### src/dtp_cfg.svh
// constants for the dual timer pair: register indexes, field positions, reset values
// assumes: included by bare name from the timer pair module
`ifndef DTP_CFG_SVH
`define DTP_CFG_SVH

// ********************
// register indexes (byte address is four times the index)
// ********************
`define DTP_IDX_BYTE_CTRL   4'h0
`define DTP_IDX_COMMON      4'h1
`define DTP_IDX_WORD_CTRL   4'h2
`define DTP_IDX_BYTE_LO     4'h4
`define DTP_IDX_BYTE_HI     4'h5
`define DTP_IDX_WORD_LSB    4'h6
`define DTP_IDX_WORD_MSB    4'h7
`define DTP_IDX_CAP_LSB     4'h8
`define DTP_IDX_CAP_MSB     4'h9

// ********************
// field positions
// ********************
`define DTP_BIT_ENABLE      7
`define DTP_BIT_SINGLE      6
`define DTP_BIT_TIMEOUT     5
`define DTP_BIT_CAP_IE      2
`define DTP_BIT_TO_IE       1
`define DTP_BIT_MODE        7
`define DTP_BIT_SELECT      6
`define DTP_BIT_INIT8       1
`define DTP_BIT_INIT16      0

// ********************
// reset values and counts
// ********************
`define DTP_RST_BYTE        8'h00
`define DTP_RST_WORD        16'h0000
`define DTP_WORD_ALL_ONES   16'hffff
`define DTP_SUB_NORMAL      2'b00
`define DTP_SUB_PINGPONG    2'b01

`endif

### src/dtp_pkg.sv
// types for the dual timer pair: combine and edge encodings, whole-block state
// assumes: compiled before dtp_timer_pair
package dtp_pkg;

  typedef enum logic [1:0] {
    DTP_CMB_AND  = 2'b00,
    DTP_CMB_OR   = 2'b01,
    DTP_CMB_NOR  = 2'b10,
    DTP_CMB_NAND = 2'b11
  } dtp_comb_e;

  typedef enum logic [1:0] {
    DTP_EDGE_FALL = 2'b00,
    DTP_EDGE_RISE = 2'b01,
    DTP_EDGE_BOTH = 2'b10,
    DTP_EDGE_NONE = 2'b11
  } dtp_edge_e;

  typedef struct packed {
    logic        mode;
    logic        sel;
    logic [1:0]  comb;
    logic [1:0]  sub;
    logic [1:0]  lo2;
    logic        b_en;
    logic        b_single;
    logic        b_to;
    logic [4:0]  b_low;
    logic        w_en;
    logic        w_single;
    logic        w_to;
    logic [4:0]  w_low;
    logic [7:0]  hold8_hi;
    logic [7:0]  hold8_lo;
    logic [15:0] hold16;
    logic [15:0] cap;
    logic [7:0]  b_cnt;
    logic [15:0] w_cnt;
    logic        b_out;
    logic        w_out;
    logic        w_armed;
    logic [2:0]  sync;
    logic        din;
    logic        ack;
    logic [7:0]  rdat;
    logic        b_irq;
    logic        w_irq;
    logic        pin;
  } dtp_state_s;

endpackage : dtp_pkg

### src/dtp_timer_pair.sv
// byte and word counter/timer pair with common control, wishbone register slave
// assumes: one 10 MHz clock, synchronous active-high reset, pins arrive asynchronously
`timescale 1ns/1ps
`default_nettype none
`include "dtp_cfg.svh"

// Behaviour
// - transmit: common bit1 sets byte output start level
// - transmit: common bit0 sets word output start level
// - demod: bits1/0 edge flags, write one clears
// - mode bit: 0 transmit, 1 demodulation
// - transmit: select bit routes combined output to pin
// - demod: select bit picks input pin a/b
// - transmit: field combines outputs and/or/nor/nand
// - demod: field picks falling, rising or both edges
// - transmit: submode normal or ping-pong
// - demod single-pass: word timer ignores later edges
// - demod single-pass: byte timeout captures word count, optional irq
// - single-pass bit zero then one re-arms capture
// - demod: word timer wraps to all-ones, timeout flag, optional irq
// - ping-pong byte start: output init, hold loaded
// - byte terminal: byte off, word started with init
// - word terminal: word off, byte restarted
// - hardware alternates the two enable bits
// - timeout bit set at every terminal count
// - each terminal count may raise its irq
// - submode 00 stops ping-pong
// - word timer drives fourth irq, byte fifth
module dtp_timer_pair
  import dtp_pkg::*;
(
  input  wire logic        clk_i,
  input  wire logic        rst_i,
  input  wire logic        wb_cyc_i,
  input  wire logic        wb_stb_i,
  input  wire logic        wb_we_i,
  input  wire logic [7:0]  wb_adr_i,
  input  wire logic [3:0]  wb_sel_i,
  input  wire logic [31:0] wb_dat_i,
  output logic      [31:0] wb_dat_o,
  output logic             wb_ack_o,
  input  wire logic        demod_input_pin_a_i,
  input  wire logic        demod_input_pin_b_i,
  input  wire logic        shared_port_data_i,
  output logic             shared_output_pin_o,
  output logic             byte_timer_output_o,
  output logic             word_timer_output_o,
  output logic             word_timer_irq_o,
  output logic             byte_timer_irq_o
);

  dtp_state_s  s_q;
  dtp_state_s  s_d;
  logic        wr;
  logic [3:0]  idx;
  logic [7:0]  wd;
  logic [7:0]  rd_val;
  logic        pp;
  logic        b_start;
  logic        w_start;
  logic        b_term;
  logic        w_term;
  logic        rise;
  logic        fall;
  logic        rise_set;
  logic        fall_set;
  logic        edge_hit;
  logic        w_edge_take;
  logic        comb_val;
  logic        pin_sel;

  // ********************
  // register read mux
  // ********************
  always_comb begin
    case (idx)
      `DTP_IDX_BYTE_CTRL: rd_val = {s_q.b_en, s_q.b_single, s_q.b_to, s_q.b_low};
      `DTP_IDX_COMMON:    rd_val = {s_q.mode, s_q.sel, s_q.comb, s_q.sub, s_q.lo2};
      `DTP_IDX_WORD_CTRL: rd_val = {s_q.w_en, s_q.w_single, s_q.w_to, s_q.w_low};
      `DTP_IDX_BYTE_LO:   rd_val = s_q.hold8_lo;
      `DTP_IDX_BYTE_HI:   rd_val = s_q.hold8_hi;
      `DTP_IDX_WORD_LSB:  rd_val = s_q.hold16[7:0];
      `DTP_IDX_WORD_MSB:  rd_val = s_q.hold16[15:8];
      `DTP_IDX_CAP_LSB:   rd_val = s_q.cap[7:0];
      `DTP_IDX_CAP_MSB:   rd_val = s_q.cap[15:8];
      default:            rd_val = 8'h00;
    endcase
    if (wb_adr_i[7:6] != 2'b00) begin
      rd_val = 8'h00;
    end
  end

  // ********************
  // next-state logic
  // ********************
  always_comb begin
    s_d         = s_q;
    b_start     = 1'b0;
    w_start     = 1'b0;
    b_term      = 1'b0;
    w_term      = 1'b0;
    w_edge_take = 1'b0;
    idx         = wb_adr_i[5:2];
    wd          = wb_dat_i[7:0];
    // write lands on the edge where the master sees ack
    wr          = wb_cyc_i && wb_stb_i && wb_we_i && s_q.ack && wb_sel_i[0] && (wb_adr_i[7:6] == 2'b00);
    pp          = !s_q.mode && (s_q.sub == `DTP_SUB_PINGPONG);
    s_d.ack     = wb_cyc_i && wb_stb_i && !s_q.ack;
    if (wb_cyc_i && wb_stb_i && !s_q.ack) begin
      s_d.rdat = rd_val;
    end
    s_d.b_irq   = 1'b0;
    s_d.w_irq   = 1'b0;

    // input path: mux before the synchroniser, change counted once stages 2 and 3 agree
    pin_sel  = s_q.sel ? demod_input_pin_b_i : demod_input_pin_a_i;
    s_d.sync = {s_q.sync[1:0], pin_sel};
    if (s_q.sync[1] == s_q.sync[2]) begin
      s_d.din = s_q.sync[2];
    end
    rise = s_d.din && !s_q.din;
    fall = !s_d.din && s_q.din;
    case (dtp_edge_e'(s_q.comb))
      DTP_EDGE_FALL: begin
        rise_set = 1'b0;
        fall_set = fall;
      end
      DTP_EDGE_RISE: begin
        rise_set = rise;
        fall_set = 1'b0;
      end
      DTP_EDGE_BOTH: begin
        rise_set = rise;
        fall_set = fall;
      end
      default: begin
        rise_set = 1'b0;
        fall_set = 1'b0;
      end
    endcase
    rise_set = rise_set && s_q.mode;
    fall_set = fall_set && s_q.mode;
    edge_hit = rise_set || fall_set;

    // software writes
    if (wr) begin
      case (idx)
        `DTP_IDX_BYTE_CTRL: begin
          s_d.b_single = wd[`DTP_BIT_SINGLE];
          s_d.b_low    = wd[4:0];
          if (wd[`DTP_BIT_TIMEOUT]) begin
            s_d.b_to = 1'b0;
          end
          if (!wd[`DTP_BIT_ENABLE]) begin
            s_d.b_en = 1'b0;
          end else if (!s_q.b_en) begin
            b_start = 1'b1;
          end
        end
        `DTP_IDX_COMMON: begin
          s_d.mode = wd[`DTP_BIT_MODE];
          s_d.sel  = wd[`DTP_BIT_SELECT];
          s_d.comb = wd[5:4];
          s_d.sub  = wd[3:2];
          // same bits: levels in transmit, write-one-clear flags in demod
          if (s_q.mode) begin
            s_d.lo2 = s_q.lo2 & ~wd[1:0];
          end else begin
            s_d.lo2 = wd[1:0];
          end
        end
        `DTP_IDX_WORD_CTRL: begin
          s_d.w_single = wd[`DTP_BIT_SINGLE];
          s_d.w_low    = wd[4:0];
          if (wd[`DTP_BIT_SINGLE] && !s_q.w_single) begin
            s_d.w_armed = 1'b1;
          end
          if (wd[`DTP_BIT_TIMEOUT]) begin
            s_d.w_to = 1'b0;
          end
          if (!wd[`DTP_BIT_ENABLE]) begin
            s_d.w_en = 1'b0;
          end else if (!s_q.w_en) begin
            w_start = 1'b1;
          end
        end
        `DTP_IDX_BYTE_LO:  s_d.hold8_lo      = wd;
        `DTP_IDX_BYTE_HI:  s_d.hold8_hi      = wd;
        `DTP_IDX_WORD_LSB: s_d.hold16[7:0]   = wd;
        `DTP_IDX_WORD_MSB: s_d.hold16[15:8]  = wd;
        default: begin
        end
      endcase
    end

    // ********************
    // byte timer
    // ********************
    if (s_q.b_en) begin
      if (s_q.b_cnt == `DTP_RST_BYTE) begin
        b_term = 1'b1;
      end else begin
        s_d.b_cnt = s_q.b_cnt - 8'h01;
      end
    end
    if (b_term) begin
      s_d.b_to  = 1'b1;
      s_d.b_out = !s_q.b_out;
      if (s_q.b_low[`DTP_BIT_TO_IE]) begin
        s_d.b_irq = 1'b1;
      end
      if (pp) begin
        s_d.b_en = 1'b0;
        w_start  = 1'b1;
      end else if (s_q.b_single) begin
        s_d.b_en = 1'b0;
      end else begin
        s_d.b_cnt = s_q.b_out ? s_q.hold8_lo : s_q.hold8_hi;
      end
      // demod single-pass: byte timeout snapshots the running word count
      if (s_q.mode && s_q.w_en && s_q.w_single) begin
        s_d.cap = s_q.w_cnt;
        if (s_q.w_low[`DTP_BIT_CAP_IE]) begin
          s_d.w_irq = 1'b1;
        end
      end
    end

    // ********************
    // word timer
    // ********************
    if (s_q.w_en) begin
      if (s_q.w_cnt == `DTP_RST_WORD) begin
        w_term = 1'b1;
        s_d.w_cnt = s_q.mode ? `DTP_WORD_ALL_ONES : s_q.hold16;
      end else begin
        s_d.w_cnt = s_q.w_cnt - 16'h0001;
      end
    end
    if (w_term) begin
      s_d.w_to = 1'b1;
      if (s_q.w_low[`DTP_BIT_TO_IE]) begin
        s_d.w_irq = 1'b1;
      end
      if (!s_q.mode) begin
        s_d.w_out = !s_q.w_out;
        if (pp) begin
          s_d.w_en = 1'b0;
          b_start  = 1'b1;
        end else if (s_q.w_single) begin
          s_d.w_en = 1'b0;
        end
      end
    end
    // single-pass takes only the first edge after arming
    if (s_q.w_en && edge_hit && (!s_q.w_single || s_q.w_armed)) begin
      w_edge_take = 1'b1;
      s_d.cap     = s_q.w_cnt;
      s_d.w_cnt   = s_q.hold16;
      s_d.w_armed = 1'b0;
      if (s_q.w_low[`DTP_BIT_CAP_IE]) begin
        s_d.w_irq = 1'b1;
      end
    end

    // starts load hold values, and in transmit also the initial output levels
    if (b_start) begin
      s_d.b_en  = 1'b1;
      s_d.b_cnt = s_q.lo2[`DTP_BIT_INIT8] ? s_q.hold8_hi : s_q.hold8_lo;
      if (!s_q.mode) begin
        s_d.b_out = s_q.lo2[`DTP_BIT_INIT8];
      end
    end
    if (w_start) begin
      s_d.w_en    = 1'b1;
      s_d.w_cnt   = s_q.hold16;
      s_d.w_armed = 1'b1;
      if (!s_q.mode) begin
        s_d.w_out = s_q.lo2[`DTP_BIT_INIT16];
      end
    end
    if (!s_q.mode && s_q.sub[1]) begin
      s_d.w_out = s_q.sub[0];
    end

    // edge flags: set wins over a same-cycle clear
    if (rise_set) begin
      s_d.lo2[`DTP_BIT_INIT8] = 1'b1;
    end
    if (fall_set) begin
      s_d.lo2[`DTP_BIT_INIT16] = 1'b1;
    end

    // ********************
    // output combiner
    // ********************
    case (dtp_comb_e'(s_q.comb))
      DTP_CMB_AND:  comb_val = s_q.b_out & s_q.w_out;
      DTP_CMB_OR:   comb_val = s_q.b_out | s_q.w_out;
      DTP_CMB_NOR:  comb_val = !(s_q.b_out | s_q.w_out);
      DTP_CMB_NAND: comb_val = !(s_q.b_out & s_q.w_out);
      default:      comb_val = 1'b0;
    endcase
    s_d.pin = (!s_q.mode && s_q.sel) ? comb_val : shared_port_data_i;
  end

  always_ff @(posedge clk_i) begin
    if (rst_i) begin
      s_q <= '0;
    end else begin
      s_q <= s_d;
    end
  end

  assign wb_ack_o            = s_q.ack;
  assign wb_dat_o            = {24'h00_0000, s_q.rdat};
  assign shared_output_pin_o = s_q.pin;
  assign byte_timer_output_o = s_q.b_out;
  assign word_timer_output_o = s_q.w_out;
  assign word_timer_irq_o    = s_q.w_irq;
  assign byte_timer_irq_o    = s_q.b_irq;
endmodule : dtp_timer_pair
`default_nettype wire

### config.mk
export PLATFORM = sky130hd
export DESIGN_NAME = dtp_timer_pair
export DESIGN_NICKNAME = d
export VERILOG_FILES = /design/src/dtp_pkg.sv /design/src/dtp_timer_pair.sv
export VERILOG_INCLUDE_DIRS = /design/src
export SDC_FILE = /design/constraint.sdc
export NUM_CORES = 1
export LEC_CHECK = 0
export BUFFER_PORTS_ARGS = -buffer_cell sky130_fd_sc_hd__clkbuf_2
export CAP_MARGIN = 20
export CORE_UTILIZATION = 50
export DETAILED_ROUTE_END_ITERATION = 8
export PLACE_DENSITY_LB_ADDON = 0.3
export SLEW_MARGIN = 20
export SYNTH_ARGS = -nofsm -noshare
export SYNTH_HDL_FRONTEND = slang
export SYNTH_SLANG_ARGS = --single-unit
### constraint.sdc
create_clock -name clk_i -period 3.3 [get_ports clk_i]
set_input_delay 0.495 -clock clk_i [delete_from_list [all_inputs] [get_ports clk_i]]
set_output_delay 0.495 -clock clk_i [all_outputs]
set_load 0.05 [all_outputs]
; Word level (Yosys, flattened, before mapping)
; Cells that the tools add are included.
[op_classes]
add_sub_neg = 2
n_mux = 85
eq_ne = 13
reduce_logical = 67
bitwise_logic = 5
[op_table]
columns = op, n
row1 = $mux W16, 7
row2 = $mux W8, 14
row3 = $pmux W8 S9, 1
row4 = $mux W1, 57
row5 = $mux W50, 1
row6 = $reduce_bool A2 Y1, 13
row7 = $mux W24, 1
row8 = $reduce_and A2 Y1, 10
row9 = $logic_and A1 B1 Y1, 18
row10 = $eq A4 B3 Y1 const B, 4
row11 = $logic_not A16 Y1, 1
row12 = $sub A16 B1 Y16 const B, 1
row13 = $reduce_bool A3 Y1, 4
row14 = $logic_not A1 Y1, 9
row15 = $reduce_and A3 Y1, 3
row16 = $eq A4 B4 Y1 const B, 2
row17 = $logic_not A8 Y1, 1
row18 = $sub A8 B1 Y8 const B, 1
row19 = $mux W2, 3
row20 = $reduce_or A2 Y1, 3
row21 = $eq A2 B1 Y1 const B, 2
row22 = $eq A2 B2 Y1 const B, 2
row23 = $eq A4 B1 Y1 const B, 1
row24 = $eq A4 B2 Y1 const B, 1
row25 = other kinds (10), 12
[totals]
elab_cells = 203
reg_bits = 115

; Longest topological paths before layout
; Gate-level depths: netlist of run 1.
[depth]
word_depth = 12
ltp_mapped = 10

; Worst setup path before layout of run 1
; No wires, ideal clock.
[synth_path]
kind = reg-to-reg
startpoint = register s_q (netlist bit wb_ack_o)
endpoint = register s_q[75] (netlist name)
required_time_ns = 3.172
t_arrival_ns = 2.203
setup_slack_ns = 0.969
stages_incl_launch_ff = 9
synth_period_minus_slack_ns = 2.331
path_cell_list = dfxtp_1 nand3_1 nor4_1 buf_2 nand2_1 or3_1 clkbuf_1 mux2i_1 nor2_1
[synth_via]
elab_chain_len = 4
[synth_rtl]
columns = item, line
row1 = from (decl), dtp_timer_pair.sv:52  ; dtp_state_s s_q;
row2 = from (signal assigned), dtp_timer_pair.sv:309  ; s_q <= '0;
row3 = from (signal assigned), dtp_timer_pair.sv:311  ; s_q <= s_d;
row4 = $logic_and A1 B1 Y1 (3 in a row), dtp_timer_pair.sv:106  ; wr = wb_cyc_i && wb_stb_i && wb_we_i && s_q.ack && wb_sel_i[0] && (wb_adr_i[7:6] == 2'b00);
row5 = $reduce_and A2 Y1 (no line), -
; Every way passes these cells.
; A chain may end at the register's enable or synchronous reset.

; Worst setup path in the final report of run 1
[layout_path]
startpoint = register s_q[111] (netlist name)
endpoint = register s_q[31] (netlist name)
[layout_via]
elab_chain_len = 9
[layout_rtl]
columns = item, line
row1 = "$eq A2 B2 Y1, or another cell as far along", dtp_timer_pair.sv:123  ; case (dtp_edge_e'(s_q.comb))
row2 = $reduce_or A2 Y1 (no line), -
row3 = $mux W1, dtp_timer_pair.sv:123
row4 = "$logic_and A1 B1 Y1, on equally long branches", "dtp_timer_pair.sv:141, dtp_timer_pair.sv:142"
row5 = $logic_or A1 B1 Y1 *, dtp_timer_pair.sv:143  ; edge_hit = rise_set || fall_set;
row6 = $logic_and A1 B1 Y1 * (2 in a row), dtp_timer_pair.sv:256  ; if (s_q.w_en && edge_hit && (!s_q.w_single || s_q.w_armed)) begin
row7 = $mux W16, dtp_timer_pair.sv:256
row8 = $mux W16, dtp_timer_pair.sv:274  ; if (w_start) begin
; Every way passes the cells marked *; elsewhere a longest branch is shown, timed or not.

==> summary.txt, run 1 <==
Run status
  • Run status: completed

GRT
  • Vias in the first global route: 5100
  • Largest net degree at the start of global routing: 80
  • M3 GR Usage: 6.91%
  • Antenna violations before repair: 0
  • Met1 usage: 36.9%
  • Routing usage on met2: 44.0%
  • First-pass GRT wire length: 27200 µm
  • GRT Overall Usage: 27.9%
  • Global route hottest layer: met2
  • GR Overflow Total: 0

Clock tree
  • H-tree depth: 4
  • Clk root buf: clkbuf_16
  • CTS Buf Count: 17
  • Post-CTS Resized: 0
  • Clock slew at reported path FFs: 0.05 ns
  • Clock Latency Late Sink: 0.42 ns
  • Hold buffers post-CTS: 0
  • TritonCTS clock tree: yes
  • Postcts setup bufs: 0
  • Max clock buf depth: 2
  • Clk sinks: 115

Drt
  • Pre-Repair DR Iteration Count: 5
  • Drt drc: 0
  • Drt wl/cell: 18.5 µm
  • Via count: 5523
  • Final WL: 17200 µm
  • Via density per instance: 5.93
  • DR iter-0 viols: 461
  • DRT antenna net count: 0

Logic synthesis
  • Synth Cell Area: 6260 µm²
  • Library cells used by synthesis: 69
  • Yosys reg bits: 115
  • EDFF count, synth: 0
  • Async S/R FF share, synth: 0%
  • Yosys warnings: 0
  • Post-synthesis sequential area ratio: 36.8%
  • Mean Syn Cell Area: 8.52 µm²
  • Mapped Cells: 735
  • Main flop type after synthesis: dfxtp_1

Pwr
  • Leakage: 0.00278 µW
  • Pwr dens: 469 nW/µm²
  • Max VDD drop: 0.565 mV

Final layout
  • Nets: 810
  • Layout cell share with drive strength beyond 1: 14.7%
  • Commonest non-fill, non-tap cell in the layout: dfxtp_1
  • Area delta synth->final: 11.7%
  • Most frequent cells in the layout: dfxtp_1, nor2_1, mux2i_1, a21oi_1, nand2_1
  • Antenna diode count: 0
  • Fin area: 6990 µm²
  • Fill cells: 1108
  • Core Util, Final: 57.7%

Timing
  • Unrepaired setup endpoints after global routing: false
  • Fmax: 359 MHz
  • Hold Slack: 0.301 ns
  • Fin. max-slew vios: 0
  • Endpoints failing hold: 0
  • Clk_skew: 0.0129 ns
  • Min Tclk post-route: 2.78 ns
  • Fin crit share: 84.4%
  • Final setup violation count: 0
  • Worst-margin pin slew: 0.924 ns
  • Setup TNS: 0 ns
  • Worst slew margin: 38.3%
  • Post-route setup slack: 0.515 ns

Critical path
  • CP Class: reg2reg
  • CP Capture Type: flop
  • CP arrival: 3.09 ns
  • Crit path required time: 3.61 ns
  • Reg2reg start: s_q[111]$_SDFFE_PP0P_
  • Worst setup SP type: flop
  • Worst-path fanout max: 13
  • Setup crit start: s_q[111]$_SDFFE_PP0P_

Die
  • Die Ht: 114 µm
  • Floorplan Core Area: 12100 µm²
  • Starting Density: 51.7%
  • DIE AREA: 13000 µm²
  • I/O pin total: 90
  • FP Rows: 40
  • Die W: 114 µm

Place
  • DP HPWL: 12300 µm
  • Dpl cell area: 6430 µm²
  • RD Place Congestion: 0.872
  • IO buf count: 36
  • Place WS: 0.636 ns

Min path
  • Hold Crit Start: demod_input_pin_a_i
  • Worst hold path type: in2reg

Job
  • Max-Cap Viols: 0
final cells by class:
type,instances,area (µm²),share of cell area (%)
clock buffer,22,474,6.78
clock inverter,10,82.6,1.18
inverter,13,48.8,0.698
multi-input combinational,553,3560,51.0
sequential,115,2300,32.9
tap,168,210,3.01
timing repair buffer,51,308,4.40
final timing paths:
path                          end  slack, ns  depth (start not counted)
max          s_q[31]$_SDFFE_PP0P_       0.52                          7
min            s_d[14]$_SDFF_PP0_       0.30                          3
max reg2reg  s_q[31]$_SDFFE_PP0P_       0.52                          7
min reg2reg    s_d[15]$_SDFF_PP0_       0.43                          1
registers in the layout (all words and copies together), names as in the netlist, named ones only:
register,count
byte_timer_output_o,1
shared_output_pin_o,1
wb_ack_o,1
s_d,2
s_q,99
word_timer_irq_o,1
wb_dat_o,8
byte_timer_irq_o,1
layer usage:
layer | wire length, µm | vias to the layer above
met3 | 1280 | 40
li1 | - | 2609
met1 | 7550 | 2638
met5 | 0 | -
met4 | 401 | 0
met2 | 7970 | 236
through the flow:
step | power (µW) | std cells
after floorplan | 1570 | 758
after global placement | 1590 | 900
after detailed placement | 1590 | 900
after CTS | 3300 | 932
after global routing | 3380 | 932
final | 3280 | 932
synth_stat cells (2+ instances only):
master,number,area (µm²)
nand2_1,44,165
o22ai_1,4,25.0
a21oi_1,47,235
mux2i_1,91,911
a41oi_1,2,17.5
a211oi_1,19,143
buf_6,3,33.8
nor3_2,4,40.0
nor3_1,26,130
a21o_1,2,15.0
nor2b_1,12,75.1
dfxtp_1,115,2300
buf_2,7,35.0
o21bai_1,4,30.0
a311oi_1,2,17.5
mux2_2,4,45.0
clkbuf_1,30,113
or3_1,2,12.5
nand2b_1,4,25.0
a31oi_1,6,37.5
xor2_1,5,43.8
nor2_2,3,18.8
xnor2_1,5,43.8
o31ai_1,9,67.6
o221ai_1,4,35.0
ha_1,7,87.6
nor2_1,114,428
buf_4,33,248
inv_1,13,48.8
nor3b_1,3,22.5
nand3_1,17,85.1
or2_2,3,18.8
and2_1,2,12.5
nand2_2,2,12.5
or3_4,2,22.5
o21ai_0,27,135
a22oi_1,16,120
nor4b_1,2,17.5
nor4_1,8,50.1
buf_1,3,11.3
where the power goes:
| group | switching, µW | total, µW | internal [µW] |
|---|---|---|---|
| registers | 1.25 | 1390 | 1390 |
| clock network | 634 | 1720 | 1080 |
| logic | 140 | 169 | 28.7 |
| total | 775 | 3280 | 2500 |
cell families (layout without fill, tap and decap cells):
group / count (synthesis) / in the layout / synth area share, %
other: 1 / 24 / 0.0599
AOI/OAI and AO/OA: 156 / 156 / 16.4
and+or+nand+nor: 260 / 260 / 20.4
muxes: 96 / 96 / 15.6
xor gates and xnor gates: 10 / 10 / 1.40
DFF: 115 / 115 / 36.8
adders and majority gates: 7 / 7 / 1.40
buffers and inverters: 90 / 96 / 7.89
worst max-delay path: stages (launching register included):
cell and delay (ns):
dfxtp_1 0.42, inv_1 0.10, ha_1 0.24, o2111ai_1 0.34
a21oi_1 0.29, nor3_2 0.78, nor2_1 0.10, a2111oi_1 0.40
(Power assumes the default switching activity.)
==> inputs of run 2 (changes only) <==
- clock period: 3.3 -> 2.85 ns (I/O delays scaled with it)
==> summary.txt, run 2 (same netlist as run 1, synthesis figures left out) <==
Final layout
  • Area delta synth->final: 14.7%
  • Sequential cell area: 2300 µm²
  • Top reg by flops: s_q
  • Multi-input gate area: 3560 µm²
  • Core Util, Final: 59.3%
  • Layout cell share with drive strength beyond 1: 16.1%
  • Fill cells: 1090
  • Commonest non-fill, non-tap cell in the layout: dfxtp_1
  • Nets: 821
  • Most frequent cells in the layout: dfxtp_1, nor2_1, mux2i_1, a21oi_1, nand2_1
  • Max FFs per register: 99
  • Antenna diode count: 0

Clock tree
  • Max clock buf depth: 2
  • TritonCTS clock tree: yes
  • H-tree depth: 4
  • Post-CTS Resized: 0
  • CTS Buf Count: 17
  • Clk root buf: clkbuf_16
  • Hold buffers post-CTS: 0
  • Postcts setup bufs: 0
  • Clock Latency Late Sink: 0.42 ns
  • Clk sinks: 115
  • Clock slew at reported path FFs: 0.06 ns

Place
  • RD Place Congestion: 0.881
  • DP HPWL: 12300 µm
  • Place WS: 0.457 ns
  • IO buf count: 36

Timing
  • Fmax: 417 MHz
  • Fin crit share: 84.2%
  • Unrepaired setup endpoints after global routing: false
  • Setup TNS: 0 ns
  • Clk_skew: 0.00815 ns
  • Worst-margin pin slew: 0.930 ns
  • Worst slew margin: 37.9%
  • Post-route setup slack: 0.450 ns
  • Final setup violation count: 0
  • Endpoints failing hold: 0
  • Min Tclk post-route: 2.40 ns
  • Fin. max-slew vios: 0

Job
  • Max-Cap Viols: 0

Die
  • FP Rows: 40
  • Die W: 114 µm
  • Die Ht: 114 µm
  • I/O pin total: 90
  • Starting Density: 51.7%
  • DIE AREA: 13000 µm²
  • Floorplan Core Area: 12100 µm²

Critical path
  • CP arrival: 2.68 ns
  • Worst-path fanout max: 7
  • CP Class: reg2reg
  • CP Capture Type: flop
  • Reg2reg setup slack: 0.45 ns
  • Setup crit start: s_q[39]$_SDFF_PP0_
  • Reg2reg start: s_q[39]$_SDFF_PP0_
  • Crit path required time: 3.13 ns
  • Capturing point of the worst reg2reg path: s_q[20]$_SDFFE_PP0P_
  • Worst Reg-to-Reg Cells: 7
  • Worst setup path end: s_q[20]$_SDFFE_PP0P_
  • Worst setup SP type: flop

Pwr
  • Pwr dens: 586 nW/µm²
  • Max VDD drop: 0.445 mV
  • Leakage: 0.00288 µW
  • Total design power: 4210 µW

Min path
  • Worst hold path type: in2reg

GRT
  • First-pass GRT wire length: 27600 µm
  • GR Overflow Total: 0
  • GRT Overall Usage: 27.9%
  • Antenna violations before repair: 0
  • Vias in the first global route: 5205
  • Largest net degree at the start of global routing: 66

Drt
  • Drt wl/cell: 18.2 µm
  • DR iter-0 viols: 464
  • Via count: 5514
  • Final WL: 17100 µm
  • Drt drc: 0
  • Pre-Repair DR Iteration Count: 5
  • Via density per instance: 5.85
  • DRT antenna net count: 0

Run status
  • Run status: completed
run 2: changes by cell type in the layout (fill, tap and decap cells not counted), sizes merged:
cell and change:
clkbuf -2, inv +1, bufinv +4, buf +11, clkinvlp +2, clkinv -5
run 2: where the power goes:
| group | internal (µW) | total, µW | switching, µW |
|---|---|---|---|
| logic | 36.0 | 198 | 162 |
| registers | 1610 | 1610 | 1.56 |
| clock network | 1620 | 2400 | 777 |
run 2: how the worst min path moves through the flow:
| stage | depth (start not counted) | startpoint | endpoint | slack (ns) |
|---|---|---|---|---|
| after global placement | 1 | s_d[14]$_SDFF_PP0_ | s_d[15]$_SDFF_PP0_ | 0.42 |
| after global routing | 3 | demod_input_pin_a_i | s_d[14]$_SDFF_PP0_ | 0.29 |
| final | 3 | demod_input_pin_a_i | s_d[14]$_SDFF_PP0_ | 0.24 |
| after CTS | 3 | demod_input_pin_a_i | s_d[14]$_SDFF_PP0_ | 0.23 |
| after floorplan | 1 | s_d[14]$_SDFF_PP0_ | s_d[15]$_SDFF_PP0_ | 0.41 |
| after detailed placement | 1 | s_d[14]$_SDFF_PP0_ | s_d[15]$_SDFF_PP0_ | 0.43 |
run 2: cell type report:
type	instances	area share, %
inverters	13	0.679
clock buffers	20	6.50
well taps	168	2.93
clock inverters	12	2.80
repair buffers	62	5.43
flip-flops and latches	115	32.0
multi-input cells	553	49.6
run 2: metrics by stage:
stage	instances	instance area [µm²]	hold slack, ns
final	943	7180	0.241
after global routing	943	7180	0.293
after CTS	943	7180	0.231
after detailed placement	911	6520	0.432
after global placement	911	6520	0.421
after floorplan	758	6350	0.414
run 2: critical path, cell delays in order, from the launching register on:
cell and delay [ns]:
dfxtp_1 0.35, or4_1 0.66, nor3_2 0.40, a41o_1 0.30, nor3_2 0.10, buf_4 0.17, a211oi_1 0.23, a211oi_1 0.07
run 2: layer usage:
layer  up-vias  track usage [%]  share of wire (%)  routed length (µm)
met5         -                0                  0                   0
met4         0             11.5                2.4                 419
met3        36             5.53                6.6                1130
met2       240             43.1                 45                7770
met1      2600             38.2                 46                7820
li1       2638                -                  -                   -
==> inputs of run 3 (changes only) <==
- clock period: 2.85 -> 2.2 ns (I/O delays scaled with it)
==> summary.txt, run 3 (same netlist as run 1, synthesis figures left out) <==
Run status
  • Run status: completed

Place
  • IO buf count: 36
  • DP HPWL: 13000 µm
  • RD Place Congestion: 0.935
  • DP Cell Count: 951
  • Dpl cell area: 6840 µm²

Drt
  • Pre-Repair DR Iteration Count: 5
  • DR iter-0 viols: 555
  • Final WL: 18100 µm
  • DRT antenna net count: 0
  • Drt drc: 0
  • Via density per instance: 5.88
  • Via count: 5781
  • Drt wl/cell: 18.4 µm

Critical path
  • Critical path, cell by cell: buf_4 > or4b_4 > or3_4 > or3_4 > a211oi_1 > a211oi_1
  • WP buf/inv: 1
  • Crit-path leading delay family: simple AND/OR/NAND/NOR gates
  • Max stage delay cell, worst path: or4b_4
  • Crit path required time: 2.50 ns
  • CP Capture Type: flop
  • Delay of the slowest critical-path stage: 0.52 ns
  • Worst-path fanout max: 3
  • CP Class: reg2reg
  • Worst setup SP type: flop
  • CP arrival: 2.46 ns

Pwr
  • Combinational share of power: 5.1%
  • Total design power: 5100 µW
  • Leakage: 0.00307 µW
  • Pwr dens: 678 nW/µm²
  • Max VDD drop: 0.514 mV
  • Int Pwr: 3910 µW
  • Clock share of power: 53.9%
  • Sw power: 1180 µW
  • Switch share: 23.2%
  • Flop pwr share: 41.0%

Clock tree
  • Max clock buf depth: 2
  • Clk root buf: clkbuf_16
  • TritonCTS clock tree: yes
  • H-tree depth: 4
  • Clk sinks: 115
  • Clock Latency Late Sink: 0.42 ns
  • Clock slew at reported path FFs: 0.05 ns
  • CTS Buf Count: 17

Timing
  • Worst-margin pin slew: 0.891 ns
  • Min Tclk post-route: 2.17 ns
  • Fin. max-slew vios: 0
  • Endpoints failing hold: 0
  • Clk_skew: 0.00628 ns
  • Worst slew margin: 40.5%
  • Fmax: 462 MHz
  • Fin crit share: 98.5%
  • Unrepaired setup endpoints after global routing: true
  • Final setup violation count: 0

Die
  • FP Rows: 40
  • DIE AREA: 13000 µm²
  • Floorplan Core Area: 12100 µm²
  • Starting Density: 51.7%
  • I/O pin total: 90
  • Die Ht: 114 µm
  • Die W: 114 µm

Job
  • Max-Cap Viols: 0

Final layout
  • Max FFs per register: 99
  • Fin area: 7510 µm²
  • Final Non-Filler Cells: 984
  • Area delta synth->final: 20.0%
  • Most frequent cells in the layout: nor2_1, dfxtp_1, mux2i_1, buf_4, a21oi_1
  • Antenna diode count: 0
  • Commonest non-fill, non-tap cell in the layout: nor2_1
  • Nets: 862
  • Sequential cell area: 2300 µm²
  • Fill cells: 1072
  • Top reg by flops: s_q
  • Layout cell share with drive strength beyond 1: 21.6%
  • Multi-input gate area: 3640 µm²

GRT
  • GR Overflow Total: 0
  • Vias in the first global route: 5380
  • GRT Overall Usage: 28.8%
  • Antenna violations before repair: 0
  • Largest net degree at the start of global routing: 55
  • First-pass GRT wire length: 28300 µm

Min path
  • Worst hold path type: in2reg
[run 3: cell count changes in the layout (fill, tap and decap cells not counted), sizes merged]
cell      before  now
bufinv         5    2
clkinv         1    4
clkbuf        55   58
buf           27   68
inv           14   13
clkinvlp       5    3
[run 3: power by group through the flow]
stage               sequential [µW]  combinational [µW]  clock, µW
global placement               2130                 251          0
floorplan                      2140                 211          0
CTS                            2090                 257       2760
finish                         2090                 260       2750
global route                   2090                 274       2860
detailed placement             2130                 255          0
[run 3: path summary, 6_finish.rpt]
path                                          start            endpoint  slack (ns)  cells after the start
worst max-delay path             s_q[35]$_SDFF_PP0_  s_q[42]$_SDFF_PP0_        0.03                      6
worst min register to register   s_d[14]$_SDFF_PP0_  s_d[15]$_SDFF_PP0_        0.43                      1
worst min-delay path            demod_input_pin_a_i  s_d[14]$_SDFF_PP0_        0.15                      3
worst max register to register   s_q[35]$_SDFF_PP0_  s_q[42]$_SDFF_PP0_        0.03                      6
[run 3: worst register-to-register path, stage by stage, from the launching register on]
cell and delay [ns]:
dfxtp_1 0.31, buf_4 0.14, or4b_4 0.52, or3_4 0.35, or3_4 0.34, a211oi_1 0.27, a211oi_1 0.11
[run 3: stage by stage]
step / setup WS, ns / utilization, % / hold slack [ns] / setup TNS, ns
6_report: 0.0335 / 62.0 / 0.154 / 0
5_1_grt: -0.0765 / 62.0 / 0.179 / -0.212
4_1_cts: 0.00561 / 61.6 / 0.148 / 0
3_5_place_dp: 0.00789 / 56.5 / 0.428 / 0
3_3_place_gp: 0.0355 / 56.5 / 0.422 / 0
2_1_floorplan: 0.0380 / - / 0.414 / 0
[run 3: final cells by class]
cell class,count,area share [%]
repair buffers,103,9.63
clock buffers,23,6.49
inverters,13,0.649
multi-input cells,553,48.4
flip-flops and latches,115,30.7
well taps,168,2.80
clock inverters,9,1.37
[run 3: repair_timing]
| item | in CTS | in global routing |
|---|---|---|
| endpoints found under the setup margin | 3 | 40 |
| endpoints found under the hold margin | 0 | 0 |
| buffers inserted | 0 | 1 |
| resized for setup | 3 | 9 |
| pin swaps | 0 | 5 |
| hold buffers | 0 | 0 |
[run 3: metal layers]
layer  up-vias  track usage (%)  wire [µm]
li1       2721                -          -
met5         -                0          0
met1      2743             38.4       7920
met2       288             45.7       8340
met3        29             6.32       1420
met4         0             11.0        388
